$ cat src/include/pmc_cfg.svh
// Constants for the global power mode controller
`ifndef PMC_CFG_SVH
`define PMC_CFG_SVH
`define CLK_HZ           250000000
`define CLK_PERIOD_NS    4
`define REG_MODE         8'h00
`define REG_ACT_TMPL     8'h04
`define REG_ALT_TMPL     8'h08
`define REG_WAKE_EN      8'h0C
`define REG_TICK         8'h10
`define REG_BOOST        8'h14
`define REG_STATUS       8'h18
`define MODE_ACTIVE      2'h0
`define MODE_ALT         2'h1
`define MODE_SLEEP       2'h2
`define MODE_HIB         2'h3
`define SUBSYS_W         8
`define CPU_BIT          0
`define ACT_TMPL_RST     8'hFF
`define ALT_TMPL_RST     8'hFE
`define WAKE_EN_RST      4'h0
`define WAKE_INT_BIT     0
`define WAKE_LVD_BIT     1
`define WAKE_TICK_BIT    2
`define WAKE_PORT_BIT    3
`define TICK_PER_RST     13'h03E8
`define TICK_RUN_BIT     13
`define TICK_CLR_BIT     14
`define BOOST_RST        5'h00
`define BOOST_ACT_BIT    2
`define BOOST_AUTO_BIT   3
`define BOOST_EN_BIT     4
`define PIN_LVL_RST      3'h1
`define SLEEP_RESUME_NS  15000
`define SLEEP_RESUME_CYC ((`SLEEP_RESUME_NS + `CLK_PERIOD_NS - 1) / `CLK_PERIOD_NS)
`define HIB_RESUME_NS    100000
`define HIB_RESUME_CYC   ((`HIB_RESUME_NS / `CLK_PERIOD_NS) - 1)
`define TICK_PERIOD_NS   1000000
`define TICK_DIV_CYC     (`TICK_PERIOD_NS / `CLK_PERIOD_NS)
`define BOOST_DIV_100K   (`CLK_HZ / 100000)
`define BOOST_DIV_400K   (`CLK_HZ / 400000)
`define BOOST_DIV_2M     (`CLK_HZ / 2000000)
`endif

$ cat src/include/pmc_pkg.sv
// Types shared by the power mode controller files
`default_nettype none
package pmc_pkg;
   typedef enum logic [2:0] {ST_ACTIVE, ST_ALT, ST_SLEEP, ST_HIB, ST_RESUME} pm_state_t;
   typedef enum logic [1:0] {FSEL_100K, FSEL_400K, FSEL_2M, FSEL_32K} boost_fsel_t;
endpackage : pmc_pkg
`default_nettype wire

$ cat src/include/boost_if.sv
// Boost control signals between the controller and the pulse generator
`timescale 1ns/1ns
`default_nettype none
interface boost_if;
   pmc_pkg::boost_fsel_t fsel;
   logic                 enable;
   logic                 active;
   logic                 auto_pulse;
   logic                 below;
   logic                 xtal_edge;
   logic                 pulse;
   modport ctrl (output fsel, enable, active, auto_pulse, below, xtal_edge, input pulse);
   modport gen  (input fsel, enable, active, auto_pulse, below, xtal_edge, output pulse);
endinterface : boost_if
`default_nettype wire

$ cat src/power_mode_controller.sv
// Global power mode controller with wakeup, tick counter and boost control
//
// Decided for this implementation: the register offsets and the address-and-strobe port.
`timescale 1ns/1ns
`default_nettype none
`include "pmc_cfg.svh"
module power_mode_controller #(
   parameter int HIB_RESUME_CYC = `HIB_RESUME_CYC,
   parameter int TICK_DIV_CYC   = `TICK_DIV_CYC
) (
   input  wire logic                 clock_in,
   input  wire logic                 resetn_in,
   input  wire logic [7:0]           addr_in,
   input  wire logic [31:0]          wdata_in,
   input  wire logic                 wr_in,
   input  wire logic                 rd_in,
   output logic      [31:0]          rdata_out,
   input  wire logic                 cpu_off_req_in,
   input  wire logic                 irq_internal_in,
   input  wire logic                 low_voltage_detect_in,
   input  wire logic                 port_interrupt_unit_in,
   input  wire logic                 watchdog_reset_event_in,
   input  wire logic                 external_reset_pin_n_in,
   input  wire logic                 khz_crystal_osc_in,
   input  wire logic                 boost_below_level_in,
   output logic      [`SUBSYS_W-1:0] subsys_clk_en_out,
   output logic                      cpu_en_out,
   output logic      [1:0]           global_mode_out,
   output logic                      low_speed_clk_sel_out,
   output logic                      retain_out,
   output logic                      resuming_out,
   output logic                      tick_irq_out,
   output logic                      boost_switch_out,
   output logic                      boost_active_out,
   output logic                      boost_standby_out
);
   localparam logic [15:0] SLEEP_CYC = 16'(`SLEEP_RESUME_CYC);
   localparam logic [15:0] HIB_CYC   = 16'(HIB_RESUME_CYC);
   localparam logic [17:0] TICK_DIV  = 18'(TICK_DIV_CYC);

   // ----------------------------------------
   // Pin synchronisers
   // ----------------------------------------
   logic [2:0] pin_raw;
   logic [2:0] sy1_r;
   logic [2:0] sy2_r;
   logic [2:0] sy3_r;
   logic [2:0] lvl_r;
   logic [2:0] lvl_nxt;
   logic       xtal_edge_r;
   logic       xtal_edge_nxt;

   assign pin_raw = {boost_below_level_in, khz_crystal_osc_in, external_reset_pin_n_in};

   always_comb begin
      for (int i = 0; i < 3; i++) begin
         lvl_nxt[i] = (sy2_r[i] == sy3_r[i]) ? sy3_r[i] : lvl_r[i];
      end
      // Both crystal edges count for the boost pulses
      xtal_edge_nxt = lvl_nxt[1] ^ lvl_r[1];
   end

   always_ff @(posedge clock_in or negedge resetn_in) begin
      if (!resetn_in) begin
         sy1_r       <= `PIN_LVL_RST;
         sy2_r       <= `PIN_LVL_RST;
         sy3_r       <= `PIN_LVL_RST;
         lvl_r       <= `PIN_LVL_RST;
         xtal_edge_r <= 1'b0;
      end else begin
         sy1_r       <= pin_raw;
         sy2_r       <= sy1_r;
         sy3_r       <= sy2_r;
         lvl_r       <= lvl_nxt;
         xtal_edge_r <= xtal_edge_nxt;
      end
   end

   // ----------------------------------------
   // Register file and mode sequencer
   // ----------------------------------------
   pmc_pkg::pm_state_t   st_r;
   pmc_pkg::pm_state_t   st_nxt;
   logic [`SUBSYS_W-1:0] act_tmpl_r;
   logic [`SUBSYS_W-1:0] act_tmpl_nxt;
   logic [`SUBSYS_W-1:0] alt_tmpl_r;
   logic [`SUBSYS_W-1:0] alt_tmpl_nxt;
   logic [3:0]           wake_en_r;
   logic [3:0]           wake_en_nxt;
   logic [12:0]          tick_per_r;
   logic [12:0]          tick_per_nxt;
   logic                 tick_run_r;
   logic                 tick_run_nxt;
   logic [4:0]           boost_r;
   logic [4:0]           boost_nxt;
   logic                 cpu_on_r;
   logic                 cpu_on_nxt;
   logic [15:0]          rcnt_r;
   logic [15:0]          rcnt_nxt;
   logic [5:0]           cause_r;
   logic [5:0]           cause_nxt;
   logic [3:0]           irq_src;
   logic                 wdr_wake;
   logic                 external_reset_pin_low;
   logic                 wake_any;
   logic                 tick_clr;
   logic                 tick_evt_r;

   always_comb begin
      irq_src = {port_interrupt_unit_in, tick_evt_r, low_voltage_detect_in, irq_internal_in}
                & wake_en_r;
      wdr_wake = watchdog_reset_event_in;
      external_reset_pin_low = ~lvl_r[0];
      wake_any = (|irq_src) | wdr_wake | external_reset_pin_low;
      st_nxt       = st_r;
      act_tmpl_nxt = act_tmpl_r;
      alt_tmpl_nxt = alt_tmpl_r;
      wake_en_nxt  = wake_en_r;
      tick_per_nxt = tick_per_r;
      tick_run_nxt = tick_run_r;
      boost_nxt    = boost_r;
      cpu_on_nxt   = cpu_on_r;
      rcnt_nxt     = rcnt_r;
      cause_nxt    = cause_r;
      tick_clr     = 1'b0;
      // Configuration writes are honoured in every mode and survive hibernate
      if (wr_in) begin
         unique case (addr_in)
            `REG_ACT_TMPL: begin
               act_tmpl_nxt = wdata_in[`SUBSYS_W-1:0];
               cpu_on_nxt   = wdata_in[`CPU_BIT];
            end
            `REG_ALT_TMPL: alt_tmpl_nxt = wdata_in[`SUBSYS_W-1:0];
            `REG_WAKE_EN:  wake_en_nxt = wdata_in[3:0];
            `REG_TICK: begin
               tick_per_nxt = wdata_in[12:0];
               tick_run_nxt = wdata_in[`TICK_RUN_BIT];
               tick_clr     = wdata_in[`TICK_CLR_BIT];
            end
            `REG_BOOST: boost_nxt = wdata_in[4:0];
            default: ;
         endcase
      end
      if (cpu_off_req_in) begin
         cpu_on_nxt = 1'b0;
      end
      unique case (st_r)
         pmc_pkg::ST_ACTIVE, pmc_pkg::ST_ALT: begin
            if (wake_any) begin
               st_nxt     = pmc_pkg::ST_ACTIVE;
               cpu_on_nxt = 1'b1;
               cause_nxt  = {external_reset_pin_low, wdr_wake, irq_src};
            end else if (wr_in && addr_in == `REG_MODE) begin
               unique case (wdata_in[1:0])
                  `MODE_ACTIVE: st_nxt = pmc_pkg::ST_ACTIVE;
                  `MODE_ALT:    st_nxt = pmc_pkg::ST_ALT;
                  `MODE_SLEEP:  st_nxt = pmc_pkg::ST_SLEEP;
                  `MODE_HIB:    st_nxt = pmc_pkg::ST_HIB;
               endcase
            end
         end
         pmc_pkg::ST_SLEEP: begin
            if (external_reset_pin_low) begin
               st_nxt     = pmc_pkg::ST_ACTIVE;
               cpu_on_nxt = 1'b1;
               cause_nxt  = {external_reset_pin_low, wdr_wake, irq_src};
            end else if (wake_any) begin
               st_nxt    = pmc_pkg::ST_RESUME;
               rcnt_nxt  = SLEEP_CYC - 16'h0001;
               cause_nxt = {external_reset_pin_low, wdr_wake, irq_src};
            end
         end
         pmc_pkg::ST_HIB: begin
            if (external_reset_pin_low) begin
               st_nxt     = pmc_pkg::ST_ACTIVE;
               cpu_on_nxt = 1'b1;
               cause_nxt  = {external_reset_pin_low, wdr_wake, irq_src};
            end else if (irq_src[`WAKE_PORT_BIT]) begin
               st_nxt    = pmc_pkg::ST_RESUME;
               rcnt_nxt  = HIB_CYC - 16'h0001;
               cause_nxt = {2'b00, irq_src & 4'h8};
            end
         end
         pmc_pkg::ST_RESUME: begin
            // Regulators settle before any subsystem is switched on again; a low reset pin ends the wait at once
            if (rcnt_r == 16'h0000 || external_reset_pin_low) begin
               st_nxt     = pmc_pkg::ST_ACTIVE;
               cpu_on_nxt = 1'b1;
            end else begin
               rcnt_nxt = rcnt_r - 16'h0001;
            end
         end
         default: st_nxt = pmc_pkg::ST_ACTIVE;
      endcase
   end

   always_ff @(posedge clock_in or negedge resetn_in) begin
      if (!resetn_in) begin
         st_r       <= pmc_pkg::ST_ACTIVE;
         act_tmpl_r <= `ACT_TMPL_RST;
         alt_tmpl_r <= `ALT_TMPL_RST;
         wake_en_r  <= `WAKE_EN_RST;
         tick_per_r <= `TICK_PER_RST;
         tick_run_r <= 1'b0;
         boost_r    <= `BOOST_RST;
         cpu_on_r   <= 1'b1;
         rcnt_r     <= 16'h0000;
         cause_r    <= 6'h00;
      end else begin
         st_r       <= st_nxt;
         act_tmpl_r <= act_tmpl_nxt;
         alt_tmpl_r <= alt_tmpl_nxt;
         wake_en_r  <= wake_en_nxt;
         tick_per_r <= tick_per_nxt;
         tick_run_r <= tick_run_nxt;
         boost_r    <= boost_nxt;
         cpu_on_r   <= cpu_on_nxt;
         rcnt_r     <= rcnt_nxt;
         cause_r    <= cause_nxt;
      end
   end

   // ----------------------------------------
   // Central tick counter
   // ----------------------------------------
   logic [17:0] tdiv_r;
   logic [17:0] tdiv_nxt;
   logic [12:0] tcnt_r;
   logic [12:0] tcnt_nxt;
   logic        tick_evt_nxt;
   logic        ms_tick;

   always_comb begin
      ms_tick      = (tdiv_r == TICK_DIV - 18'h00001);
      tdiv_nxt     = ms_tick ? 18'h00000 : tdiv_r + 18'h00001;
      tcnt_nxt     = tcnt_r;
      tick_evt_nxt = 1'b0;
      // The counter has no clock in hibernate, so it freezes there
      if (tick_clr) begin
         tdiv_nxt = 18'h00000;
         tcnt_nxt = 13'h0000;
      end else if (st_r == pmc_pkg::ST_HIB) begin
         tdiv_nxt = tdiv_r;
      end else if (ms_tick) begin
         if (tick_run_r && tcnt_r >= tick_per_r) begin
            tcnt_nxt     = 13'h0000;
            tick_evt_nxt = 1'b1;
         end else begin
            tcnt_nxt = tcnt_r + 13'h0001;
         end
      end
   end

   always_ff @(posedge clock_in or negedge resetn_in) begin
      if (!resetn_in) begin
         tdiv_r     <= 18'h00000;
         tcnt_r     <= 13'h0000;
         tick_evt_r <= 1'b0;
      end else begin
         tdiv_r     <= tdiv_nxt;
         tcnt_r     <= tcnt_nxt;
         tick_evt_r <= tick_evt_nxt;
      end
   end

   // ----------------------------------------
   // Boost pulse generator
   // ----------------------------------------
   boost_if bst ();
   logic boost_act_eff;

   // Hibernate cannot keep the boost in standby
   assign boost_act_eff  = boost_r[`BOOST_ACT_BIT] | (st_r == pmc_pkg::ST_HIB);
   assign bst.fsel       = pmc_pkg::boost_fsel_t'(boost_r[1:0]);
   assign bst.enable     = boost_r[`BOOST_EN_BIT];
   assign bst.active     = boost_act_eff;
   assign bst.auto_pulse = boost_r[`BOOST_AUTO_BIT];
   assign bst.below      = lvl_r[2];
   assign bst.xtal_edge  = xtal_edge_r;

   boost_pulse u_boost (
      .clock_in  (clock_in),
      .resetn_in (resetn_in),
      .bst       (bst.gen)
   );

   // ----------------------------------------
   // Registered outputs and read port
   // ----------------------------------------
   logic [`SUBSYS_W-1:0] en_nxt;
   logic [1:0]           mode_nxt;
   logic [31:0]          rdata_nxt;

   always_comb begin
      unique case (st_r)
         pmc_pkg::ST_ACTIVE: begin
            en_nxt   = {act_tmpl_r[`SUBSYS_W-1:1], cpu_on_r};
            mode_nxt = `MODE_ACTIVE;
         end
         pmc_pkg::ST_ALT: begin
            en_nxt   = {alt_tmpl_r[`SUBSYS_W-1:1], alt_tmpl_r[`CPU_BIT] & cpu_on_r};
            mode_nxt = `MODE_ALT;
         end
         pmc_pkg::ST_HIB: begin
            en_nxt   = '0;
            mode_nxt = `MODE_HIB;
         end
         default: begin
            en_nxt   = '0;
            mode_nxt = `MODE_SLEEP;
         end
      endcase
      rdata_nxt = 32'h0000_0000;
      if (rd_in) begin
         unique case (addr_in)
            `REG_MODE:     rdata_nxt = {30'h0, mode_nxt};
            `REG_ACT_TMPL: rdata_nxt = {24'h0, act_tmpl_r};
            `REG_ALT_TMPL: rdata_nxt = {24'h0, alt_tmpl_r};
            `REG_WAKE_EN:  rdata_nxt = {28'h0, wake_en_r};
            `REG_TICK:     rdata_nxt = {18'h0, tick_run_r, tick_per_r};
            `REG_BOOST:    rdata_nxt = {27'h0, boost_r};
            `REG_STATUS:   rdata_nxt = {16'h0, tcnt_r[6:0], cause_r,
                                        st_r == pmc_pkg::ST_RESUME, cpu_on_r, boost_act_eff};
            default:       rdata_nxt = 32'h0000_0000;
         endcase
      end
   end

   always_ff @(posedge clock_in or negedge resetn_in) begin
      if (!resetn_in) begin
         subsys_clk_en_out     <= '0;
         cpu_en_out            <= 1'b0;
         global_mode_out       <= `MODE_ACTIVE;
         low_speed_clk_sel_out <= 1'b0;
         retain_out            <= 1'b0;
         resuming_out          <= 1'b0;
         tick_irq_out          <= 1'b0;
         boost_switch_out      <= 1'b0;
         boost_active_out      <= 1'b0;
         boost_standby_out     <= 1'b0;
         rdata_out             <= 32'h0000_0000;
      end else begin
         subsys_clk_en_out     <= en_nxt;
         cpu_en_out            <= en_nxt[`CPU_BIT];
         global_mode_out       <= mode_nxt;
         low_speed_clk_sel_out <= (st_r == pmc_pkg::ST_SLEEP);
         retain_out            <= (st_r == pmc_pkg::ST_HIB);
         resuming_out          <= (st_r == pmc_pkg::ST_RESUME);
         tick_irq_out          <= tick_evt_r;
         boost_switch_out      <= bst.pulse;
         boost_active_out      <= boost_r[`BOOST_EN_BIT] & boost_act_eff;
         boost_standby_out     <= boost_r[`BOOST_EN_BIT] & ~boost_act_eff;
         rdata_out             <= rdata_nxt;
      end
   end
endmodule : power_mode_controller
`default_nettype wire

$ cat src/boost_pulse.sv
// Boost switching clock dividers and inductor pulse generator
`timescale 1ns/1ns
`default_nettype none
`include "pmc_cfg.svh"
module boost_pulse (
   input  wire logic clock_in,
   input  wire logic resetn_in,
   boost_if.gen      bst
);
   localparam int NDIV = 3;

   function automatic logic [11:0] div_of(input int i);
      if (i == 0) begin
         div_of = 12'(`BOOST_DIV_100K);
      end else if (i == 1) begin
         div_of = 12'(`BOOST_DIV_400K);
      end else begin
         div_of = 12'(`BOOST_DIV_2M);
      end
   endfunction : div_of

   logic [NDIV-1:0][11:0] cnt_r;
   logic [NDIV-1:0][11:0] cnt_nxt;
   logic [NDIV-1:0]       rate_tick;
   logic                  sel_tick;
   logic                  pulse_r;
   logic                  pulse_nxt;

   // ----------------------------------------
   // Internal switching oscillators
   // ----------------------------------------
   genvar g;
   generate
      for (g = 0; g < NDIV; g++) begin : g_div
         always_comb begin
            rate_tick[g] = (cnt_r[g] == div_of(g) - 12'h001);
            cnt_nxt[g]   = rate_tick[g] ? 12'h000 : cnt_r[g] + 12'h001;
         end
         always_ff @(posedge clock_in or negedge resetn_in) begin
            if (!resetn_in) begin
               cnt_r[g] <= 12'h000;
            end else begin
               cnt_r[g] <= cnt_nxt[g];
            end
         end
      end
   endgenerate

   // ----------------------------------------
   // Pulse selection
   // ----------------------------------------
   always_comb begin
      unique case (bst.fsel)
         pmc_pkg::FSEL_100K: sel_tick = rate_tick[0];
         pmc_pkg::FSEL_400K: sel_tick = rate_tick[1];
         pmc_pkg::FSEL_2M:   sel_tick = rate_tick[2];
         pmc_pkg::FSEL_32K:  sel_tick = bst.xtal_edge;
      endcase
      // Standby without auto pulse leaves the switch idle
      if (!bst.enable) begin
         pulse_nxt = 1'b0;
      end else if (bst.active) begin
         pulse_nxt = sel_tick;
      end else begin
         pulse_nxt = bst.auto_pulse & bst.xtal_edge & bst.below;
      end
   end

   always_ff @(posedge clock_in or negedge resetn_in) begin
      if (!resetn_in) begin
         pulse_r <= 1'b0;
      end else begin
         pulse_r <= pulse_nxt;
      end
   end

   assign bst.pulse = pulse_r;
endmodule : boost_pulse
`default_nettype wire

$ cat config.mk
export PLATFORM = sky130hd
export DESIGN_NAME = power_mode_controller
export DESIGN_NICKNAME = d
export VERILOG_FILES = /design/src/include/pmc_pkg.sv /design/src/include/boost_if.sv /design/src/power_mode_controller.sv /design/src/boost_pulse.sv
export VERILOG_INCLUDE_DIRS = /design/src /design/src/include
export SDC_FILE = /design/constraint.sdc
export NUM_CORES = 1
export LEC_CHECK = 0
export BUFFER_PORTS_ARGS = -buffer_cell sky130_fd_sc_hd__buf_2
export CORE_MARGIN = 4
export CORE_UTILIZATION = 40
export CTS_CLUSTER_DIAMETER = 100
export DETAILED_ROUTE_END_ITERATION = 12
export PLACE_DENSITY_LB_ADDON = 0.25
export SYNTH_ARGS = -nofsm -noshare
export SYNTH_HDL_FRONTEND = slang
export SYNTH_HIERARCHICAL = 1
export SYNTH_SLANG_ARGS = --single-unit
$ cat constraint.sdc
create_clock -name clock_in -period 3.4 [get_ports clock_in]
set_input_delay 0.17 -clock clock_in [delete_from_list [all_inputs] [get_ports clock_in]]
set_output_delay 0.17 -clock clock_in [all_outputs]
set_load 0.02 [all_outputs]
==> impl_metrics.py <==
metrics = {
    "status": {
        "status": "completed",
    },
    "clock_network": {
        "cts_setup_buffers": 0,
        "cts_tree": "done",
        "cts-resized-gates": 0,
        "htreeDepth": 4,
        "path_clk_slew_ns": 0.07,
        "cts_buffers": 17,
        "clock_sinks": 180,
        "root_buffer": "clkbuf_16",
        "clk_latency_ns": 0.44,
        "clockBufferDepth": 2,
    },
    "place": {
        "gp_congestion": 0.842,
        "portBuffers": 68,
        "place_area_um2": 9400,
        "dp_hpwl_um": 14000,
    },
    "routing": {
        "drtPass1Iterations": 5,
        "ant_nets": 0,
        "wl_per_cell_um": 16.7,
        "vias": 6397,
        "drt-total-wl_um": 20200,
        "drtIter0Drc": 391,
        "viasPerCell": 5.30,
        "drc": 0,
    },
    "global_routing": {
        "grt_pass1_vias": 6229,
        "grt_overflow": 0,
        "grt_max_degree": 107,
        "antenna_found_initial": 1,
        "grt_pass1_wl_um": 33300,
        "gr-usage-all-layers_pct": 17.0,
    },
    "worst_setup_path": {
        "ff2ff_setup_slack_ns": 0.92,
        "cp_num_buf_inv": 0,
        "rr_endpoint": "tcnt_r[8]",
        "max_stage_delay_ns": 0.53,
        "cp_cell_sequence": "ha_1 -> nand3_1 -> nor4b_1 -> nand3_1 -> o21ai_4 -> nand3_2 -> o22ai_1",
        "critPathMostFrequentCell": "nand3_1",
        "r2r-start": "tdiv_r[0]",
        "critPathKind": "reg -> reg",
        "crit_fanout": 16,
        "endpoint_kind": "register",
        "arrival_ns": 2.83,
        "cp_top_family": "simple AND/OR/NAND/NOR gates",
        "worst_path_max_delay_cell": "o21ai_4",
        "start_kind": "register",
        "rr_worst_depth": 7,
        "cp_data_required_time_ns": 3.75,
    },
    "cells_and_area": {
        "final_common_cell": "dfrtp_1",
        "final_area_um2": 10100,
        "layout_common_cells": "dfrtp_1 (154), nor2_1 (81), buf_2 (67)",
        "multiInputGateArea_um2": 3900,
        "antenna_cells": 0,
        "drive_above_1_share_pct": 22.0,
        "seqCellArea_um2": 4540,
        "fill_cells": 2056,
        "syn_to_final_growth_pct": 14.8,
        "nets": 988,
        "utilization_pct": 46.5,
    },
    "floorplanning": {
        "die_w_um": 157,
        "chipHeight_um": 157,
        "io_pins": 102,
        "core.rowCount": 54,
        "initial_utilization_pct": 40.6,
        "core_um2": 21800,
        "dieArea_um2": 24500,
    },
    "yosys": {
        "ys_ff_latch": 180,
        "synth-adder-area-share_pct": 3.46,
        "syn-instance-count": 836,
        "ys_warn_count": 6,
        "avgSynthCellArea_um2": 10.6,
        "synth_edf_count": 0,
        "synth.distinct_cells": 77,
        "yosysSeqAreaShare_pct": 51.4,
        "synth_compound_area_share_pct": 11.2,
        "async_flop_share_pct": 100,
        "synth-simple-area-share_pct": 16.9,
        "synth-xor-area-share_pct": 3.97,
        "synth_top_family_by_area": "simple AND/OR/NAND/NOR gates",
        "syn_area_um2": 8820,
        "ys.flop_type": "dfrtp_1",
        "synthMuxAreaShare_pct": 7.94,
    },
    "sta": {
        "hold_viol": 0,
        "rsz0062_at_grt": "no",
        "timing.fmax_mhz": 404,
        "setup_viol": 0,
        "drv_slew": 0,
        "fin_crit_ns": 2.48,
        "fin_crit_sh_pct": 72.8,
        "finClkSkew_ns": 0.0110,
        "worstMarginPinSlew_ns": 0.869,
        "max-slew-margin-rel_pct": 42.1,
        "fin_tns_setup_ns": 0,
    },
    "worst_hold_path": {
        "whs_path_depth": 2,
        "hold_start": "wdata_in[6]",
        "whs_endpoint": "alt_tmpl_r[6]",
        "min_path_type": "in -> reg",
    },
    "run": {
        "max_cap_viol_count": 0,
    },
    "power_and_ir_drop": {
        "peakVddDrop_mv": 0.241,
        "power_leakage_nw": 4.51,
        "power_density_nw_per_um2": 463,
    },
}
state kept, by name, summed over array words and instances (netlist names), 8 cells and up:
name and flops:
tcnt_r 13, tdiv_r 18, act_tmpl_r 8, tick_per_r 13, rcnt_r 16, u_boost/cnt_r 36, alt_tmpl_r 8, subsys_clk_en_out 8
rdata_out 16
timing repair:
item                                   4_1_cts  5_1_grt
endpoints found under the hold margin      109        0
setup endpoints to repair                    0        0
hold buffers                                13        0
cell families (layout without fill, tap and decap cells):
kind of cell             after synthesis  in the layout
other                                  1             16
adder cells (fa/ha/maj)               25             25
AND/OR/NAND/NOR                      288            288
buffers and inverters                 94            169
multiplexers                          63             63
flip-flops                           180            180
XOR/XNOR                              40             40
AO/OA/AOI/OAI                        145            145
synth_stat cells (all sizes together), types with 4 or more instances:
master	number	share of area (%)
nand3	33	1.9
nor2b	7	0.50
clkbuf	19	0.81
dfstp	26	7.7
and2	5	0.35
mux2i	16	1.8
a21o	5	0.43
a222oi	4	0.45
nor2	81	3.4
mux2	46	5.9
a22oi	11	0.99
dfrtp	154	44
ha	22	3.1
and4	5	0.52
xnor2	20	2.0
o22ai	11	0.78
buf	28	2.2
and3	18	1.3
nor4	9	0.88
inv	46	2.0
o21ai	41	2.5
a21oi	31	1.8
a31oi	19	1.3
nand2b	5	0.35
nor3	14	0.85
xor2	20	2.0
nand4	25	1.8
nand2	62	2.8
nor4b	5	0.57
routing by layer:
metal	share of wire [%]	vias up	global-route usage [%]
met5	0.064	-	0
met4	1.4	2	4.67
met3	3.7	22	3.79
met2	46	109	26.2
met1	49	3172	24.4
li1	-	3092	-
cell type report:
class,instances,area share [%]
clock inverter,10,1.24
clock buffer,21,4.65
multi-input combinational,577,38.5
timing repair buffer,91,5.60
sequential,180,44.8
tap,280,3.46
inverter,47,1.74
where the power goes:
part | switching [mW] | total (mW) | internal [mW] | leakage (nW)
registers | 0.0914 | 2.33 | 2.24 | 2.27
clock network | 0.850 | 1.99 | 1.14 | 0.272
logic | 0.213 | 0.358 | 0.145 | 1.97
total | 1.16 | 4.68 | 3.53 | 4.51
metrics by stage:
stage	instances	total power, mW	worst slack, ns	hold WS, ns
2_1_floorplan	851	2.58	1.02	-0.126
3_3_place_gp	1162	2.71	0.994	0.278
3_5_place_dp	1162	2.72	0.935	0.279
4_1_cts	1206	4.74	0.928	0.0350
5_1_grt	1206	4.89	0.636	0.0425
6_report	1206	4.68	0.925	0.0493
how the worst max path moves through the flow:
stage	start	to	cells past startpoint
after floorplan	tick_per_r[3]	tcnt_r[11]	9
after global routing	tdiv_r[0]	tcnt_r[0]	7
after global placement	tdiv_r[0]	tcnt_r[4]	7
after CTS	tdiv_r[0]	tcnt_r[4]	7
final	tdiv_r[0]	tcnt_r[8]	7
after detailed placement	tdiv_r[0]	tcnt_r[8]	7
Note: power is estimated with default switching activity, not from simulation.
